--- config.mk ---
export PLATFORM = sky130hd
export DESIGN_NAME = smc_top
export DESIGN_NICKNAME = d
export VERILOG_FILES = /design/src/inc/smc_pkg.sv /design/src/hw/smc_mode_decode.sv /design/src/hw/smc_wake_timer.sv /design/src/hw/smc_top.sv
export SDC_FILE = /design/constraint.sdc
export NUM_CORES = 1
export LEC_CHECK = 0
export BUFFER_PORTS_ARGS = -buffer_cell sky130_fd_sc_hd__buf_4
export CORE_ASPECT_RATIO = 1.2
export CORE_MARGIN = 4
export CORE_UTILIZATION = 58
export CTS_CLUSTER_DIAMETER = 80
export DETAILED_ROUTE_END_ITERATION = 10
export GPL_TIMING_DRIVEN = 0
export PLACE_DENSITY = 0.88
export SYNTH_ARGS = -nofsm -noshare
export SYNTH_HDL_FRONTEND = slang
export SYNTH_SLANG_ARGS = --single-unit
--- constraint.sdc ---
create_clock -name i_mclk -period 4.83 [get_ports i_mclk]
set_input_delay 1.2075 -clock i_mclk [delete_from_list [all_inputs] [get_ports i_mclk]]
set_output_delay 1.2075 -clock i_mclk [all_outputs]
set_load 0.005 [all_outputs]
--- src/inc/smc_pkg.sv ---
// Constants, types and register layout of the sleep-mode clock controller.
// Assumes nothing beyond a SystemVerilog compiler.
package smc_pkg;

  // ********************
  // Sleep modes
  // ********************
  typedef enum logic [2:0] {
    SMC_IDLE = 3'h0,
    SMC_ADC_NR = 3'h1,
    SMC_PWR_DOWN = 3'h2,
    SMC_PWR_SAVE = 3'h3,
    SMC_RSVD4 = 3'h4,
    SMC_RSVD5 = 3'h5,
    SMC_STANDBY = 3'h6,
    SMC_EXT_STANDBY = 3'h7
  } smc_mode_e;

  // Controller states, Gray along the sleep/wake path
  typedef enum logic [1:0] {
    SMC_ST_ACTIVE = 2'h0,
    SMC_ST_SLEEP = 2'h1,
    SMC_ST_WAKE = 2'h3,
    SMC_ST_HALT = 2'h2
  } smc_state_e;

  typedef struct packed {
    logic cpu;
    logic flash;
    logic io;
    logic adc;
    logic asy;
    logic main_osc;
    logic timer_osc;
  } smc_clk_s;

  // ********************
  // Register map
  // ********************
  localparam int SMC_AW = 4;
  localparam int SMC_DW = 8;
  localparam logic [SMC_AW-1:0] SMC_CTRL_ADDR = 4'h0;
  localparam logic [SMC_AW-1:0] SMC_AUX_ADDR = 4'h1;
  localparam logic [SMC_AW-1:0] SMC_CLK_ADDR = 4'h2;
  localparam logic [SMC_AW-1:0] SMC_STAT_ADDR = 4'h3;
  localparam logic [SMC_DW-1:0] SMC_CTRL_RST = 8'h00;
  localparam logic [SMC_DW-1:0] SMC_AUX_RST = 8'h00;
  // Control register fields
  localparam int SMC_SE_BIT = 0;
  localparam int SMC_SM_LSB = 1;
  localparam int SMC_AS0_BIT = 4;
  localparam int SMC_ADCEN_BIT = 5;
  localparam int SMC_CMPDIS_BIT = 6;
  localparam int SMC_CMPBG_BIT = 7;
  // Auxiliary register fields
  localparam int SMC_JTD_BIT = 0;
  localparam int SMC_WDTEN_BIT = 1;

  // ********************
  // Timing counts
  // ********************
  localparam logic [7:0] SMC_STANDBY_WAKE_CYC = 8'h06;
  localparam logic [7:0] SMC_HALT_CYC = 8'h04;
  localparam logic [7:0] SMC_OSC_STARTUP_CYC = 8'h10;

endpackage

--- src/hw/smc_mode_decode.sv ---
// Decodes a sleep-mode selection into the clock domains kept running.
// Assumes the caller holds the selection steady during sleep.
`timescale 1ns/1ns
module smc_mode_decode
  import smc_pkg::*;
(
  input wire logic [2:0] i_sel,
  input wire logic i_async,
  input wire logic i_crystal,
  input wire logic i_debug_hold,
  output smc_pkg::smc_clk_s o_clk,
  output logic o_valid,
  output logic o_deep,
  output logic o_standby
);
  import smc_pkg::*;

  always_comb
  begin
    o_clk = '0;
    o_valid = 1'b1;
    o_deep = 1'b1;
    o_standby = 1'b0;
    case (smc_mode_e'(i_sel))
      SMC_IDLE:
      begin
        o_clk.io = 1'b1;
        o_clk.adc = 1'b1;
        o_clk.asy = i_async;
        o_clk.timer_osc = i_async;
        o_clk.main_osc = 1'b1;
        o_deep = 1'b0;
      end
      SMC_ADC_NR:
      begin
        o_clk.adc = 1'b1;
        o_clk.asy = i_async;
        o_clk.timer_osc = i_async;
        o_clk.main_osc = 1'b1;
        o_deep = 1'b0;
      end
      SMC_PWR_DOWN: o_clk.main_osc = i_debug_hold;
      SMC_PWR_SAVE:
      begin
        o_clk.asy = i_async;
        o_clk.timer_osc = i_async;
        o_clk.main_osc = i_debug_hold;
      end
      SMC_STANDBY:
      begin
        o_clk.main_osc = 1'b1;
        o_valid = i_crystal;
        o_standby = 1'b1;
      end
      SMC_EXT_STANDBY:
      begin
        o_clk.asy = i_async;
        o_clk.timer_osc = i_async;
        o_clk.main_osc = 1'b1;
        o_valid = i_crystal;
        o_standby = 1'b1;
      end
      default: o_valid = 1'b0;
    endcase
  end

endmodule // smc_mode_decode

--- src/hw/smc_wake_timer.sv ---
// Down counter timing the wake latency and the CPU halt.
// Assumes loads of zero are never issued.
`timescale 1ns/1ns
module smc_wake_timer #(
  parameter int W = 8
) (
  input wire logic i_mclk,
  input wire logic i_rst_n,
  input wire logic i_load,
  input wire logic [W-1:0] i_count,
  output logic o_done
);
  import smc_pkg::*;

  logic [W-1:0] cnt;

  always_ff @(posedge i_mclk or negedge i_rst_n)
  begin
    if (!i_rst_n)
      cnt <= '0;
    else if (i_load)
      cnt <= i_count;
    else if (cnt != '0)
      cnt <= cnt - 1'b1;
  end

  assign o_done = (cnt == {{(W-1){1'b0}}, 1'b1});

endmodule // smc_wake_timer

--- src/hw/smc_top.sv ---
// Sleep-mode controller: clock gating, wake sequencing and analog enables.
// Assumes the CPU pulses i_sleep_instr for one cycle per sleep instruction,
// and fuse, pin and TAP inputs arrive asynchronously.
//
// Notes on behaviour
// - Sleep happens only when the enable bit is set and a sleep instruction runs.
// - Mode codes: 000 Idle, 001 ADC noise reduction, 010 power-down, 011 power-save.
// - After wake, CPU stays halted four cycles beyond start-up, then resumes.
// - Code 110 with crystal selected enters Standby.
// - Standby equals power-down but the main oscillator runs.
// - Standby wakes after six clock cycles.
// - Code 111 with crystal enters extended standby, oscillator on, six-cycle wake.
// - Sleep stops CPU and flash; domains kept per mode, deep modes stop I/O and converter.
// - Async clock and timer oscillator need the async select bit, as does timer0 wake in power-save and extended standby.
// - In power-down and standby only edge inputs, level inputs and address match wake.
// - Main clock stays on in light and standby modes; wake sources per mode.
// - An enabled converter stays enabled through every sleep mode.
// - First conversion after converter re-enable is an extended one.
// - Comparator switches off automatically in modes deeper than noise reduction unless on the internal reference.
// - Comparator on internal reference keeps reference on unless software disables.
// - Reference on only while brown-out, comparator or converter needs it.
// - Programmed brown-out fuse keeps the detector on in every mode.
// - An enabled watchdog keeps running in every sleep mode.
// - Input buffers off when I/O and converter clocks both stop.
// - Debug fuse with the boundary port enabled keeps main clock running in power-down and power-save.
// - Disable bit or unprogrammed fuse turns off the boundary port and hold.
// - Enabled boundary port leaves the serial output undriven while not shifting.
`timescale 1ns/1ns
module smc_top
  import smc_pkg::*;
#(
  parameter logic [7:0] OSC_STARTUP_CYC = SMC_OSC_STARTUP_CYC
) (
  input wire logic i_mclk,
  input wire logic i_rst_n,
  input wire logic [SMC_AW-1:0] i_addr,
  input wire logic [SMC_DW-1:0] i_wdata,
  input wire logic i_wr,
  input wire logic i_rd,
  output logic [SMC_DW-1:0] o_rdata,
  input wire logic i_sleep_instr,
  input wire logic [3:0] i_edge_ext_irq_inputs,
  input wire logic [3:0] i_level_ext_irq_inputs,
  input wire logic i_twi_match,
  input wire logic i_timer0_irq,
  input wire logic i_spm_ready_irq,
  input wire logic i_adc_irq,
  input wire logic i_io_irq,
  input wire logic i_adc_conv_done,
  input wire logic i_crystal_sel,
  input wire logic i_brownout_enable_fuse,
  input wire logic i_debug_enable_fuse,
  input wire logic i_boundary_port_enable_fuse,
  input wire logic i_tap_shifting,
  input wire logic i_tap_tdo,
  output smc_pkg::smc_clk_s o_clk_en,
  output logic o_cpu_halt,
  output logic o_adc_enable,
  output logic o_adc_extended_conv,
  output logic o_cmp_enable,
  output logic o_bandgap_enable,
  output logic o_bod_enable,
  output logic o_wdt_run,
  output logic o_input_buf_en,
  output logic o_boundary_port_en,
  output logic o_tdo_o,
  output logic o_tdo_oe
);
  import smc_pkg::*;

  localparam int NS = 14;

  // ****************************************
  // Reset release and input synchronisers
  // ****************************************
  logic [1:0] rst_sync;
  logic rst_n;
  logic [NS-1:0] sync_a;
  logic [NS-1:0] sync_b;
  logic [3:0] edge_irq;
  logic [3:0] level_irq;
  logic crystal;
  logic bod_fuse;
  logic dbg_fuse;
  logic jtag_fuse;
  logic tap_shift;
  logic tap_tdo;

  always_ff @(posedge i_mclk or negedge i_rst_n)
  begin
    if (!i_rst_n)
      rst_sync <= 2'h0;
    else
      rst_sync <= {rst_sync[0], 1'b1};
  end

  assign rst_n = rst_sync[1];

  always_ff @(posedge i_mclk or negedge rst_n)
  begin
    if (!rst_n)
    begin
      sync_a <= '0;
      sync_b <= '0;
    end
    else
    begin
      sync_a <= {i_tap_tdo, i_tap_shifting, i_boundary_port_enable_fuse,
                 i_debug_enable_fuse, i_brownout_enable_fuse, i_crystal_sel,
                 i_level_ext_irq_inputs, i_edge_ext_irq_inputs};
      sync_b <= sync_a;
    end
  end

  assign edge_irq = sync_b[3:0];
  assign level_irq = sync_b[7:4];
  assign crystal = sync_b[8];
  assign bod_fuse = sync_b[9];
  assign dbg_fuse = sync_b[10];
  assign jtag_fuse = sync_b[11];
  assign tap_shift = sync_b[12];
  assign tap_tdo = sync_b[13];

  // ********************
  // Register file
  // ********************
  logic [SMC_DW-1:0] ctrl;
  logic [SMC_DW-1:0] aux;
  logic sleep_en;
  logic [2:0] mode_sel;
  logic async_sel;
  logic adc_en;
  logic cmp_dis;
  logic cmp_bg;
  logic boundary_port_disable_bit;
  logic wdt_en;
  smc_state_e state;
  smc_state_e next_state;

  always_ff @(posedge i_mclk or negedge rst_n)
  begin
    if (!rst_n)
    begin
      ctrl <= SMC_CTRL_RST;
      aux <= SMC_AUX_RST;
    end
    else if (i_wr)
    begin
      if (i_addr == SMC_CTRL_ADDR)
        ctrl <= i_wdata;
      else if (i_addr == SMC_AUX_ADDR)
        aux <= i_wdata;
    end
  end

  assign sleep_en = ctrl[SMC_SE_BIT];
  assign mode_sel = ctrl[SMC_SM_LSB +: 3];
  assign async_sel = ctrl[SMC_AS0_BIT];
  assign adc_en = ctrl[SMC_ADCEN_BIT];
  assign cmp_dis = ctrl[SMC_CMPDIS_BIT];
  assign cmp_bg = ctrl[SMC_CMPBG_BIT];
  assign boundary_port_disable_bit = aux[SMC_JTD_BIT];
  assign wdt_en = aux[SMC_WDTEN_BIT];

  // Unmapped addresses read zero
  always_ff @(posedge i_mclk or negedge rst_n)
  begin
    if (!rst_n)
      o_rdata <= '0;
    else if (i_rd)
    begin
      if (i_addr == SMC_CTRL_ADDR)
        o_rdata <= ctrl;
      else if (i_addr == SMC_AUX_ADDR)
        o_rdata <= aux;
      else if (i_addr == SMC_CLK_ADDR)
        o_rdata <= {1'b0, o_clk_en};
      else if (i_addr == SMC_STAT_ADDR)
        o_rdata <= {4'h0, o_adc_extended_conv, o_bandgap_enable, state};
      else
        o_rdata <= '0;
    end
    else
      o_rdata <= '0;
  end

  // ********************
  // Mode decode
  // ********************
  logic [2:0] mode_q;
  logic [2:0] dec_sel;
  logic jtag_en;
  smc_clk_s sleep_clk;
  logic mode_valid;
  logic mode_deep;
  logic mode_standby;

  assign jtag_en = jtag_fuse & ~boundary_port_disable_bit;
  // Selection frozen during sleep so software writes cannot regate
  assign dec_sel = (state == SMC_ST_ACTIVE) ? mode_sel : mode_q;

  smc_mode_decode u_decode (
    .i_sel(dec_sel),
    .i_async(async_sel),
    .i_crystal(crystal),
    .i_debug_hold(dbg_fuse & jtag_en),
    .o_clk(sleep_clk),
    .o_valid(mode_valid),
    .o_deep(mode_deep),
    .o_standby(mode_standby)
  );

  // ********************
  // Wake sources
  // ********************
  logic ext_wake;
  logic wake_hit;

  assign ext_wake = (|edge_irq) | (|level_irq);
  always_comb
  begin
    wake_hit = ext_wake | i_twi_match;
    case (smc_mode_e'(mode_q))
      SMC_IDLE: wake_hit = wake_hit | i_timer0_irq | i_spm_ready_irq | i_adc_irq | i_io_irq;
      SMC_ADC_NR: wake_hit = wake_hit | i_timer0_irq | i_spm_ready_irq | i_adc_irq;
      SMC_PWR_SAVE, SMC_EXT_STANDBY: wake_hit = wake_hit | (i_timer0_irq & async_sel);
      default: wake_hit = wake_hit;
    endcase
  end

  // ********************
  // Sleep and wake sequencing
  // ********************
  logic tmr_load;
  logic [7:0] tmr_count;
  logic tmr_done;
  logic [7:0] wake_lat;

  always_comb
  begin
    if (mode_standby)
      wake_lat = SMC_STANDBY_WAKE_CYC;
    else if (mode_deep)
      wake_lat = OSC_STARTUP_CYC;
    else
      wake_lat = 8'h00;
  end

  always_comb
  begin
    next_state = state;
    tmr_load = 1'b0;
    tmr_count = SMC_HALT_CYC;
    case (state)
      SMC_ST_ACTIVE:
        if (i_sleep_instr && sleep_en && mode_valid)
          next_state = SMC_ST_SLEEP;
      SMC_ST_SLEEP:
        if (wake_hit)
        begin
          tmr_load = 1'b1;
          if (wake_lat == 8'h00)
            next_state = SMC_ST_HALT;
          else
          begin
            next_state = SMC_ST_WAKE;
            tmr_count = wake_lat;
          end
        end
      SMC_ST_WAKE:
        if (tmr_done)
        begin
          next_state = SMC_ST_HALT;
          tmr_load = 1'b1;
        end
      SMC_ST_HALT:
        if (tmr_done)
          next_state = SMC_ST_ACTIVE;
      default: next_state = SMC_ST_ACTIVE;
    endcase
  end

  always_ff @(posedge i_mclk or negedge rst_n)
  begin
    if (!rst_n)
      state <= SMC_ST_ACTIVE;
    else
      state <= next_state;
  end

  always_ff @(posedge i_mclk or negedge rst_n)
  begin
    if (!rst_n)
      mode_q <= 3'h0;
    else if (state == SMC_ST_ACTIVE)
      mode_q <= mode_sel;
  end

  smc_wake_timer #(
    .W(8)
  ) u_timer (
    .i_mclk(i_mclk),
    .i_rst_n(rst_n),
    .i_load(tmr_load),
    .i_count(tmr_count),
    .o_done(tmr_done)
  );

  // ********************
  // Clock and analog enables
  // ********************
  logic adc_en_q;
  logic deep_sleep;

  assign deep_sleep = (state == SMC_ST_SLEEP) & mode_deep;

  always_ff @(posedge i_mclk or negedge rst_n)
  begin
    if (!rst_n)
      o_clk_en <= '0;
    else if (next_state == SMC_ST_SLEEP)
      o_clk_en <= sleep_clk;
    else if (next_state == SMC_ST_ACTIVE)
      o_clk_en <= '{cpu: 1'b1, flash: 1'b1, io: 1'b1, adc: 1'b1, asy: async_sel,
                    main_osc: 1'b1, timer_osc: async_sel};
    else
      o_clk_en <= '{cpu: 1'b0, flash: 1'b0, io: 1'b1, adc: 1'b1, asy: async_sel,
                    main_osc: 1'b1, timer_osc: async_sel};
  end

  assign o_cpu_halt = (state != SMC_ST_ACTIVE);
  assign o_adc_enable = adc_en;
  assign o_cmp_enable = ~cmp_dis & (~deep_sleep | cmp_bg);
  assign o_bod_enable = bod_fuse;
  assign o_bandgap_enable = o_bod_enable | (o_cmp_enable & cmp_bg) | adc_en;
  assign o_wdt_run = wdt_en;
  // Wake pins bypass the buffers through their own synchronisers
  assign o_input_buf_en = o_clk_en.io | o_clk_en.adc;
  assign o_boundary_port_en = jtag_en;

  always_ff @(posedge i_mclk or negedge rst_n)
  begin
    if (!rst_n)
      adc_en_q <= 1'b0;
    else
      adc_en_q <= adc_en;
  end

  // Re-enable wins over the completion clear
  always_ff @(posedge i_mclk or negedge rst_n)
  begin
    if (!rst_n)
      o_adc_extended_conv <= 1'b1;
    else if (adc_en & ~adc_en_q)
      o_adc_extended_conv <= 1'b1;
    else if (i_adc_conv_done)
      o_adc_extended_conv <= 1'b0;
  end

  always_ff @(posedge i_mclk or negedge rst_n)
  begin
    if (!rst_n)
    begin
      o_tdo_o <= 1'b0;
      o_tdo_oe <= 1'b0;
    end
    else
    begin
      o_tdo_o <= tap_tdo;
      o_tdo_oe <= jtag_en & tap_shift;
    end
  end
endmodule // smc_top

# --- After elaboration in Yosys (flattened, before gate mapping) ---
# Index checks and enable logic that the tools add are counted.
totals:
  ff_bits: 78
  output_inout_bits: 26
classes:
  addsub: 1
  n_eq_ne: 16
  muxes: 34
  bitwise_logic: 24
  n_reduce_logical: 23
op_table:
  columns: ["operator", "count"]
  rows:
  - ["two-way mux 8 bit", 8]
  - ["two-way mux 7 bit", 3]
  - ["OR reduction 4 bit", 5]
  - ["OR 1 bit", 11]
  - ["two-way mux 1 bit", 10]
  - ["two-way mux 5 bit", 2]
  - ["== test 3 x 2 -> 1 bit, second input constant", 3]
  - ["== test 3 bit, second input constant", 3]
  - ["bitwise AND 1 bit", 8]
  - ["== test 4 x 2 -> 1 bit, second input constant", 2]
  - ["== test 8 x 1 -> 1 bit, second input constant", 1]
  - ["logical NOT 8 bit", 1]
  - ["two-way mux 2 bit", 4]
  - ["one-hot mux 2 bit (4 select lines)", 1]
  - ["nonzero test 8 bit", 1]
  - ["OR reduction 2 bit", 4]
  - ["subtractor 8 x 1 -> 8 bit, second input constant", 1]
  - ["== test 3 x 1 -> 1 bit, second input constant", 2]
  - ["logical NOT 3 bit", 2]
  - ["one-hot mux 1 bit (2 select lines)", 3]
  - ["nonzero test 2 bit", 3]
  - ["NOT 1 bit", 5]
  - ["== test 2 x 1 -> 1 bit, second input constant", 2]
  - ["== test 2 bit, second input constant", 2]
  - ["9 further kinds", 11]

# --- Logic depth before layout (Yosys ltp) ---
# Gate-level depths: netlist (run 1).
logic_depth:
  word_depth: 17
  depth_mapped: 7
  ltp_nobuf: 6

# --- By module ---
# A second synthesis (run 1) with hierarchy kept.
unflattened:
  hier_cells: 263
  area_unflattened_um2: 3249.4
by_module_without_submodules:
  columns: ["mod", "instances", "cells_per_inst", "area_per_inst_um2", "seq_area_each_um2"]
  rows:
  - ["smc_top", 1, 187, 2622.5, 1752.9]
  - ["smc_wake_timer", 1, 61, 540.5, 200.2]
  - ["smc_mode_decode", 1, 15, 86.3, 0.0]

# --- Least setup slack after synthesis (run 1) ---
# Ideal clock, no wire load.
synth_timing:
  kind: "register to output"
  start: "register state[0]"
  end: "output o_cmp_enable"
  arrival_time_ns: 1.405
  setup_slack_ns: 2.217
  stages_incl_launch_ff: 6
  path_buffers: 1
  path_cell_list: "dfrtp_1 -> buf_6 -> nor2_4 -> mux2i_2 -> nand2_1 -> a41oi_1"
synth_via:
  elab_chain_cells: 9
  elab_cells_between_ends: 11
synth_rtl:
  columns: ["element", "line_no", "rtl"]
  rows:
  - ["from (decl)", "smc_top.sv:137", "smc_state_e state;"]
  - ["from (signal assigned)", "smc_top.sv:288", "state <= next_state;"]
  - ["logical NOT 2 bit", "smc_top.sv:200", "assign dec_sel = (state == SMC_ST_ACTIVE) ? mode_sel : mode_q;"]
  - ["two-way mux 3 bit", "smc_top.sv:200", null]
  - ["== test 3 x 1 -> 1 bit / logical NOT 3 bit (equally long branches)", "smc_mode_decode.sv:24", "case (smc_mode_e'(i_sel))"]
  - ["OR reduction 2 bit (no source line)", null, null]
  - ["two-way mux 1 bit", "smc_mode_decode.sv:24", null]
  - ["bitwise AND 1 bit (*)", "smc_top.sv:315", "assign deep_sleep = (state == SMC_ST_SLEEP) & mode_deep;"]
  - ["NOT 1 bit (*)", "smc_top.sv:333", "assign o_cmp_enable = ~cmp_dis & (~deep_sleep | cmp_bg);"]
  - ["OR 1 bit (*)", "smc_top.sv:333", null]
  - ["bitwise AND 1 bit (*)", "smc_top.sv:333", null]
  - ["to (decl)", "smc_top.sv:60", "output logic o_cmp_enable,"]
# Every way passes the cells marked *; elsewhere a longest branch is shown, timed or not.

# --- Final worst setup path (run 1) ---
# Same ends and word-level chain as after synthesis.

==> results.md, run 1 <==
* Status: completed
* GRT overflow at 0
* IO Pins at 63
* Syn Area/Cell at 12.8 µm²
* Synth area leaders: dfrtp_1 63%, mux2_2 4.2%, mux2i_1 3.0%
* Clock Tree Buf Depth at 2
* Final slew viol count at 0
* Max_cap viols at 0
* Synth-to-layout area growth at 25.3%
* Vias per cell at 5.45
* Yosys top cell area share at 0.629
* Final hold viol count at 0
* Rows at 28
* CTS Buf Count at 9
* Dpl ws at 1910 ps
* Clock Sinks at 76
* Initial Utilization at 0.600
* All-Layer GR Usage at 0.206
* PortBufs at 60
* Synth Instances at 234
* Area of the multi-input gates at 986 µm²
* Later-pin clock latency in the skew report at 350 ps
* Final WS setup at 1530 ps
* Max Fclk at 303 MHz
* RSZ-0062 raised after global routing: false
* Setup TNS at 0 ps
* Highest routed layer: met4
* Initial antenna violation count at 0
* RD Place Congestion at 0.815
* CP max FO at 9
* Ys async rst share at 1.00
* Storage cell area at 1910 µm²
* Final ANT Viol Nets at 0
* Global-route wire length before repair at 9560 µm
* Avg WL per Cell at 15.7 µm
* DR WL met3 at 395 µm
* Seq/Total Area, Yosys at 0.638
* Hold Path Class: flip-flop to flip-flop
* Yosys top cell by area: dfrtp_1
* Total Wirelength at 5810 µm
* Peak supply drop at 0.304 mV
* Post-synthesis net count at 273
* Clk slew on worst S/H paths at 80 ps
* Cell Pwr Density at 509 nW/µm²
* M1 WL at 2440 µm
* Die X at 73.5 µm
* DRT iter0 DRCs at 176
* Root Driver: clkbuf_8
* H-tree levels at 3
* Endpoint class of the critical path: primary output
* Number of synthesized flops with an enable pin at 0
* Vias at 2016
* Layout fillers at 326
* Setup Skew at 8.91 ps
* DRC violations left at 0
* Tmin final at 3300 ps
* Fraction of layout cells with a size suffix above 1 at 0.342
* CP required at 3620 ps
* Mapped Area at 2980 µm²
* Final period util at 0.684
* Yosys Warn Count at 0
* Antenna Cells at 0
* CTS tree: done
* CP arrival at 2090 ps
* Die area at 6360 µm²
* CP Launch Type: flip-flop
* Post-CTS Setup Bufs at 0
* Number of global-route vias before repair at 2020
* Distinct cells, synth at 49
* Die Y at 86.6 µm
* #FFs+latches synth at 76
* Slew HR at 0.389
* Pin count of the biggest net entering global routing at 75
* Tightest Pin Transition at 917 ps
* Leak at 1.75 nW
* DR pass1 iterations at 4
* WS Path Type: flip-flop to primary output
* CTS Hold Bufs at 0
* Post-cts resize count at 0
* Final HPWL DP at 4070 µm
* Core area at 4970 µm²
* Final setup viols at 0
* Met2 Wirelength at 2800 µm
* Final net count at 344
* Main synth FF type: dfrtp_1
-- Yosys cell counts (2+ instances only) --
cell and n:
nor3_1 4, nand2_1 17, a211oi_1 4, and3_1 2, xnor2_1 4, mux2_1 8
nor2_1 18, inv_1 11, mux2_2 11, or3_1 2, o22ai_1 3, dfrtp_1 75
nor2b_1 6, ha_1 2, nand3_1 7, inv_2 2, a21oi_1 9, o31a_1 2
o21ai_0 3, o211ai_1 2, mux2i_1 9, clkbuf_1 4, buf_4 2, mux2i_2 2
-- cells by family (layout without fill, tap and decap cells) --
kind of cell	after synthesis	after routing	synth area share
AOI/OAI and AO/OA	32	32	0.0776
xor gates and xnor gates	5	5	0.0147
adders and majority gates	2	2	0.00838
buffers and inverters	21	97	0.0319
DFF	76	76	0.638
muxes	31	31	0.116
other	1	1	0.00126
and+or+nand+nor	66	66	0.112
-- where the power goes --
group | switching (mW) | total [mW] | leakage (nW) | internal (mW)
registers | 0.117 | 0.868 | 0.913 | 0.751
clock network | 0.235 | 0.543 | 0.110 | 0.308
logic | 0.247 | 0.493 | 0.726 | 0.246
total | 0.599 | 1.90 | 1.75 | 1.30
-- registers in the layout, summed over array words and instances (netlist names), 2 cells and up --
register	count
mode_q	3
o_clk_en	5
ctrl	8
state	2
rst_sync	2
aux	8
sync_b	14
u_timer.cnt	8
o_rdata	8
sync_a	14
-- layout by cell type (no fill, tap or decap), types with 5 or more instances in the layout --
cell and count:
a21oi_1 9, buf_4 62, clkbuf_1 5, clkbuf_8 10, dfrtp_1 74, inv_1 11
mux2_1 8, mux2_2 11, mux2i_1 9, nand2_1 17, nand3_1 7, nor2_1 18
nor2b_1 6
-- final timing paths --
path,depth (start not counted),slack (ps),startpoint,to
worst min-delay path,0,340,sync_a[8],sync_b[8]
worst max register to register,6,2940,state[0],state[0]
worst max-delay path,6,1530,state[0],o_cmp_enable
worst min register to register,0,340,sync_a[8],sync_b[8]
max in group asynchronous,0,3750,rst_sync[1],aux[0]
min in group asynchronous,0,470,rst_sync[1],u_timer.cnt[1]
-- routing by layer --
| metal | vias to the layer above | global-route usage |
|---|---|---|
| met5 | - | 0 |
| met4 | 0 | 0.122 |
| met3 | 14 | 0.0603 |
| met2 | 76 | 0.313 |
| met1 | 972 | 0.260 |
| li1 | 954 | - |
-- through the flow --
stage | hold WS (ps) | instances | util | cell area [µm²] | power (mW)
after floorplan | 331 | 234 | - | 2980 | 1.20
after global placement | 331 | 354 | 0.705 | 3510 | 1.34
after detailed placement | 336 | 354 | 0.706 | 3510 | 1.37
after CTS | 346 | 370 | 0.752 | 3740 | 1.91
after global routing | 356 | 370 | 0.752 | 3740 | 2.02
final | 344 | 370 | 0.752 | 3740 | 1.90
-- cell type report --
cell class,count,area share
multi-input cells,137,0.264
flip-flops and latches,76,0.510
repair buffers,60,0.120
plain buffers,8,0.0124
clock buffers,11,0.0378
well taps,60,0.0201
clock inverters,5,0.0228
inverters,13,0.0130
-- worst max-delay path, stage by stage, from the launching register on --
cell,delay (ps)
dfrtp_1,380
buf_6,140
nor2_4,170
mux2i_2,430
nand2_1,170
a41oi_1,300
buf_4,160
Note: power is estimated with default switching activity, not from simulation.
==> run 2, diff against run 1 <==
--- a/config.mk
+++ b/config.mk
@@ -8,11 +8,11 @@
 export BUFFER_PORTS_ARGS = -buffer_cell sky130_fd_sc_hd__buf_4
 export CORE_ASPECT_RATIO = 1.2
 export CORE_MARGIN = 4
-export CORE_UTILIZATION = 58
+export CORE_UTILIZATION = 54
 export CTS_CLUSTER_DIAMETER = 80
 export DETAILED_ROUTE_END_ITERATION = 10
 export GPL_TIMING_DRIVEN = 0
-export PLACE_DENSITY = 0.88
+export PLACE_DENSITY = 0.83
 export SYNTH_ARGS = -nofsm -noshare
 export SYNTH_HDL_FRONTEND = slang
 export SYNTH_SLANG_ARGS = --single-unit
==> constraint.sdc (replaced) <==
create_clock -name i_mclk -period 3.2 [get_ports i_mclk]
set_input_delay 0.8 -clock i_mclk [delete_from_list [all_inputs] [get_ports i_mclk]]
set_output_delay 0.8 -clock i_mclk [all_outputs]
set_load 0.005 [all_outputs]
==> run 2 against run 1 <==
Net effect:
- sequential power grew 50%
- via count up 0.94%
- register-to-register slack got worse by 1600 ps
- die area rose by 6.6%
- routed wire length shrank 3.3%
- critical endpoint unchanged
- highest routed layer unchanged
==> results.md, run 2 (synthesis results as in run 1) <==
* Status: completed
* CTS Buf Count at 9 (unchanged)
* Antenna Cells at 0 (unchanged)
* Root Driver: clkbuf_8
* CTS tree: done
* Peak supply drop at 0.486 mV (+60%)
* Post-cts resize count at 0 (unchanged)
* Worst path bufs/invs at 2 (unchanged)
* Setup Skew at 8.37 ps (-0.543 ps)
* IO Pins at 63 (unchanged)
* DR pass1 iterations at 4 (unchanged)
* P_int at 1.91 mW (+46%)
* WS Path Type: flip-flop to primary output
* Leak at 1.74 nW (-0.22%)
* Tmin final at 2900 ps
* Max Fclk at 345 MHz
* Switching portion of total power at 0.315 (+0.000530)
* Avg WL per Cell at 15.1 µm (-3.8%)
* Clk slew on worst S/H paths at 70 ps (about the same)
* CTS Hold Bufs at 0 (unchanged)
* PortBufs at 60 (unchanged)
* CP required at 2400 ps (-1220 ps)
* Reg2reg setup slack at 1310 ps (-1630 ps)
* Commonest non-fill, non-tap cells in the layout: 74 x dfrtp_1, 62 x buf_4, 18 x nor2_1
* Number of global-route vias before repair at 2020 (unchanged)
* Setup TNS at 0 ps (unchanged)
* GRT overflow at 0 (unchanged)
* Rows at 29 (+3.6%)
* Clk network pwr share at 0.263 (-0.022)
* All-Layer GR Usage at 0.186 (-0.0203)
* Biggest registers after layout: sync_a (14), sync_b (14)
* Die X at 75.9 µm (+3.2%)
* Final period util at 0.907
* Largest stage delay on the critical path at 440 ps (about the same)
* Die area at 6780 µm² (+6.6%)
* Sequential power share at 0.468 (+0.012)
* Max_cap viols at 0 (unchanged)
* Final slew viol count at 0 (unchanged)
* Final setup viols at 0 (unchanged)
* Initial antenna violation count at 0 (unchanged)
* Critical-path cell list: buf_6 > nor2_4 > mux2i_2 > nand2_1 > a41oi_1 > buf_4
* Pin count of the biggest net entering global routing at 75 (unchanged)
* Vias at 2035 (+0.94%)
* CP max FO at 9 (unchanged)
* Initial Utilization at 0.559 (-0.0404)
* DRC violations left at 0 (unchanged)
* RSZ-0062 raised after global routing: false
* Endpoint class of the critical path: primary output
* Synth-to-layout area growth at 24.7%
* Gate power share at 0.269 (+0.010)
* Later-pin clock latency in the skew report at 340 ps (about the same)
* Most common cell after layout, fill and taps aside: dfrtp_1
* Tightest Pin Transition at 901 ps (-15.8 ps)
* Hold Path Class: input pin to asynchronous set/reset pin
* Die Y at 89.4 µm (+3.3%)
* RD Place Congestion at 0.815 (unchanged)
* Final WS setup at 299 ps (-1230 ps)
* Clock Tree Buf Depth at 2 (unchanged)
* Cell Pwr Density at 749 nW/µm² (+47%)
* Core area at 5330 µm² (+7.2%)
* Dpl ws at 679 ps (-1230 ps)
* Vias per cell at 5.47 (+0.40%)
* Slew HR at 0.399 (+0.0105)
* Cell family with most CP delay: multiplexers
* CP Launch Type: flip-flop
* Total Wirelength at 5630 µm (-3.3%)
* Slowest cell on crit path: mux2i_2
* Final net count at 344 (unchanged)
* Global-route wire length before repair at 9210 µm (-3.7%)
* Final hold viol count at 0 (unchanged)
* DRT iter0 DRCs at 173 (-1.7%)
* Final ANT Viol Nets at 0 (unchanged)
* Post-CTS Setup Bufs at 0 (unchanged)
* Net switching power figure at 0.878 mW (+47%)
* Fraction of layout cells with a size suffix above 1 at 0.342 (unchanged)
* CP arrival at 2100 ps (about the same)
* H-tree levels at 3 (unchanged)
* Clock Sinks at 76 (unchanged)
* Final HPWL DP at 4120 µm (+1.4%)
run 2: power by group through the flow:
stage,registers [mW],logic [mW],clock network [mW]
floorplan,1.28,0.533,0
global placement,1.32,0.714,0
detailed placement,1.33,0.744,0
CTS,1.31,0.753,0.746
global route,1.33,0.833,0.787
finish,1.30,0.749,0.734
run 2: per-layer routing:
metal,share of wire,vias up,GRT usage
met5,0,-,0
met1,0.41,988,0.240
met2,0.49,81,0.283
met3,0.074,16,0.0596
met4,0.026,0,0.0890
li1,-,950,-
run 2: path summary, 6_finish.rpt:
path | start | cells after the start | to
setup / recovery | state[0] | 6 | o_cmp_enable
hold / removal | i_rst_n | 1 | rst_sync[1]
setup reg to reg | state[0] | 6 | state[0]
hold reg to reg | sync_a[13] | 0 | sync_b[13]
max in group asynchronous | rst_sync[1] | 0 | sync_b[6]
min in group i_mclk | sync_a[13] | 0 | sync_b[13]
run 2: area by class of cell:
class,instances,area [µm²]
fill,384,1610
clock inverter,4,48.8
sequential,76,1910
timing repair buffer,60,450
tap,62,77.6
multi-input combinational,137,986
buffer,8,46.3
inverter,13,48.8
clock buffer,12,155
run 2: stage by stage:
step | total power, mW | instances | hold slack [ps] | cell area (µm²) | util
global route | 2.95 | 372 | 210 | 3720 | 0.697
CTS | 2.81 | 372 | 217 | 3720 | 0.697
finish | 2.79 | 372 | 228 | 3720 | 0.697
floorplan | 1.81 | 234 | 331 | 2980 | -
global placement | 2.03 | 356 | 331 | 3510 | 0.658
detailed placement | 2.07 | 356 | 335 | 3520 | 0.659
==> run 3, diff against run 2 <==
--- a/config.mk
+++ b/config.mk
@@ -11,8 +11,8 @@
 export CORE_UTILIZATION = 54
 export CTS_CLUSTER_DIAMETER = 80
 export DETAILED_ROUTE_END_ITERATION = 10
-export GPL_TIMING_DRIVEN = 0
-export PLACE_DENSITY = 0.83
+export PLACE_DENSITY = 0.79
+export RECOVER_POWER = 25
 export SYNTH_ARGS = -nofsm -noshare
 export SYNTH_HDL_FRONTEND = slang
 export SYNTH_SLANG_ARGS = --single-unit
==> run 3 against run 2 <==
Net effect:
- total power is 1.2% lower
- critical path type unchanged
- sequential power hardly changed
- via count down 3.8%
- clock-buffer cell count stayed put
- sequential cell count is the same
- largest cell class unchanged
- global-route usage increased by 0.52 points
- die area unchanged
==> results.md, run 3 (synthesis results as in run 1) <==
* Commonest non-fill, non-tap cells in the layout: 75 x dfrtp_1, 57 x buf_4, 18 x nor2_1
* Clk network pwr share at 0.264 (about the same)
* Reg2Reg Depth at 5 (-1)
* Die area at 6780 µm² (unchanged)
* Storage cell area at 1900 µm² (-0.20%)
* Tmin final at 2900 ps (+0.491 ps)
* Max_cap viols at 0 (unchanged)
* CP Launch Type: flip-flop
* Fraction of layout cells with a size suffix above 1 at 0.340 (-0.00207)
* Core area at 5330 µm² (unchanged)
* Global-route wire length before repair at 9370 µm (+1.7%)
* Die X at 75.9 µm (unchanged)
* Tightest Pin Transition at 736 ps (-165 ps)
* Setup TNS at 0 ps (unchanged)
* Cell Pwr Density at 745 nW/µm² (-0.59%)
* CP max FO at 9 (unchanged)
* Synth-to-layout area growth at 23.9%
* Number of global-route vias before repair at 2027 (+0.35%)
* Biggest registers after layout: sync_a (14), sync_b (14)
* Root Driver: clkbuf_8
* Switching portion of total power at 0.314 (-0.00153)
* Vias at 1957 (-3.8%)
* Total Wirelength at 5660 µm (+0.60%)
* CTS tree: done
* Rows at 29 (unchanged)
* Final HPWL DP at 4270 µm (+3.6%)
* Die Y at 89.4 µm (unchanged)
* Pin count of the biggest net entering global routing at 32 (-57%)
* P_int at 1.89 mW (-1.0%)
* Final hold viol count at 0 (unchanged)
* CP required at 2400 ps (about the same)
* Initial Utilization at 0.559 (unchanged)
* CP arrival at 2100 ps (about the same)
* DRT iter0 DRCs at 82 (-53%)
* Setup Skew at 8.17 ps (-0.202 ps)
* Initial antenna violation count at 0 (unchanged)
* WS Path Type: flip-flop to primary output
* DRC violations left at 0 (unchanged)
* DR pass1 iterations at 4 (unchanged)
* Final period util at 0.907 (about the same)
* RD Place Congestion at 0.856 (+5.0%)
* Later-pin clock latency in the skew report at 340 ps (about the same)
* PortBufs at 62 (+3.3%)
* Endpoint class of the critical path: primary output
* Clock Sinks at 76 (unchanged)
* IO Pins at 63 (unchanged)
* Most common cell after layout, fill and taps aside: dfrtp_1
* Worst hold margin at 239 ps (+10.9 ps)
* Layout fillers at 411 (+7.0%)
* Net switching power figure at 0.863 mW (-1.7%)
* Gate power share at 0.261 (-0.008)
* Sequential power share at 0.475 (+0.007)
* Antenna Cells at 0 (unchanged)
* DP Area at 3500 µm² (-0.53%)
* Post-CTS Setup Bufs at 0 (unchanged)
* CTS Buf Count at 9 (unchanged)
* Final core occ at 0.693 (-0.00446)
* Status: completed
* H-tree levels at 3 (unchanged)
* Area of the multi-input gates at 986 µm² (unchanged)
* RSZ-0062 raised after global routing: false
* Max Fclk at 345 MHz (about the same)
* GRT overflow at 0 (unchanged)
* CTS Hold Bufs at 0 (unchanged)
* Avg WL per Cell at 15.4 µm (+1.7%)
* Design area at 3700 µm² (-0.64%)
* Clk slew on worst S/H paths at 70 ps (about the same)
* Hold Path Class: input pin to asynchronous set/reset pin
* Clock Tree Buf Depth at 2 (unchanged)
* Post-cts resize count at 0 (unchanged)
* All-Layer GR Usage at 0.191 (+0.00524)
* Final ANT Viol Nets at 0 (unchanged)
* Final net count at 340 (-1.2%)
* Final slew viol count at 0 (unchanged)
* Final setup viols at 0 (unchanged)
* Vias per cell at 5.32 (-2.8%)
* Slew HR at 0.509 (+0.110)
* Overall power at 2.75 mW (-1.2%)
* Leak at 1.73 nW (-0.65%)
* Peak supply drop at 0.412 mV (-15%)
==> run 3: changes by cell type in the layout (fill, tap and decap cells not counted) <==
cell      change
buf_2         -1
buf_4         -5
buf_6         -1
clkbuf_1      -3
clkbuf_4      +6
dfrtp_1       +1
dfrtp_4       -1
==> run 3: critical path, stage by stage, from the launching register on <==
cell,delay (ps)
dfrtp_1,500
nor2_4,230
mux2i_2,440
nand2_1,160
a41oi_1,270
buf_4,150
==> run 3: path summary, 6_finish.rpt <==
kind,startpoint,end,slack (ps)
max in group asynchronous,rst_sync[1],o_adc_extended_conv,1990
hold reg to reg,rst_sync[1],sync_b[7],310
hold / removal,i_rst_n,rst_sync[0],240
setup / recovery,state[0],o_cmp_enable,300
setup reg to reg,state[0],state[0],1270
min in group i_mclk,sync_a[10],sync_b[10],350
==> run 3: metrics by stage <==
| step | instances | setup WS [ps] |
|---|---|---|
| final | 368 | 298 |
| after global routing | 368 | 175 |
| after CTS | 368 | 289 |
| after detailed placement | 352 | 659 |
| after global placement | 352 | 731 |
| after floorplan | 234 | 928 |
==> run 3: power by group through the flow <==
stage | clock network, mW | registers, mW | logic (mW)
2_1_floorplan | 0 | 1.28 | 0.533
3_3_place_gp | 0 | 1.32 | 0.698
3_5_place_dp | 0 | 1.32 | 0.724
4_1_cts | 0.750 | 1.31 | 0.729
5_1_grt | 0.797 | 1.33 | 0.810
6_report | 0.727 | 1.31 | 0.719
==> run 3: final cells by class <==
cell class                 instances  share of cell area
clock buffer                      12              0.0420
multi-input combinational        137               0.267
clock inverter                     4              0.0132
timing repair buffer              64               0.129
inverter                          13              0.0132
sequential                        76               0.515
tap                               62              0.0210
==> run 3: metal layers <==
metal / global-route usage / vias to the layer above / part of all wire / wire length [µm]
li1: - / 942 / - / -
met1: 0.241 / 948 / 0.42 / 2370
met2: 0.295 / 57 / 0.49 / 2750
met3: 0.0585 / 10 / 0.072 / 407
met4: 0.0970 / 0 / 0.024 / 133
met5: 0 / - / 0 / 0
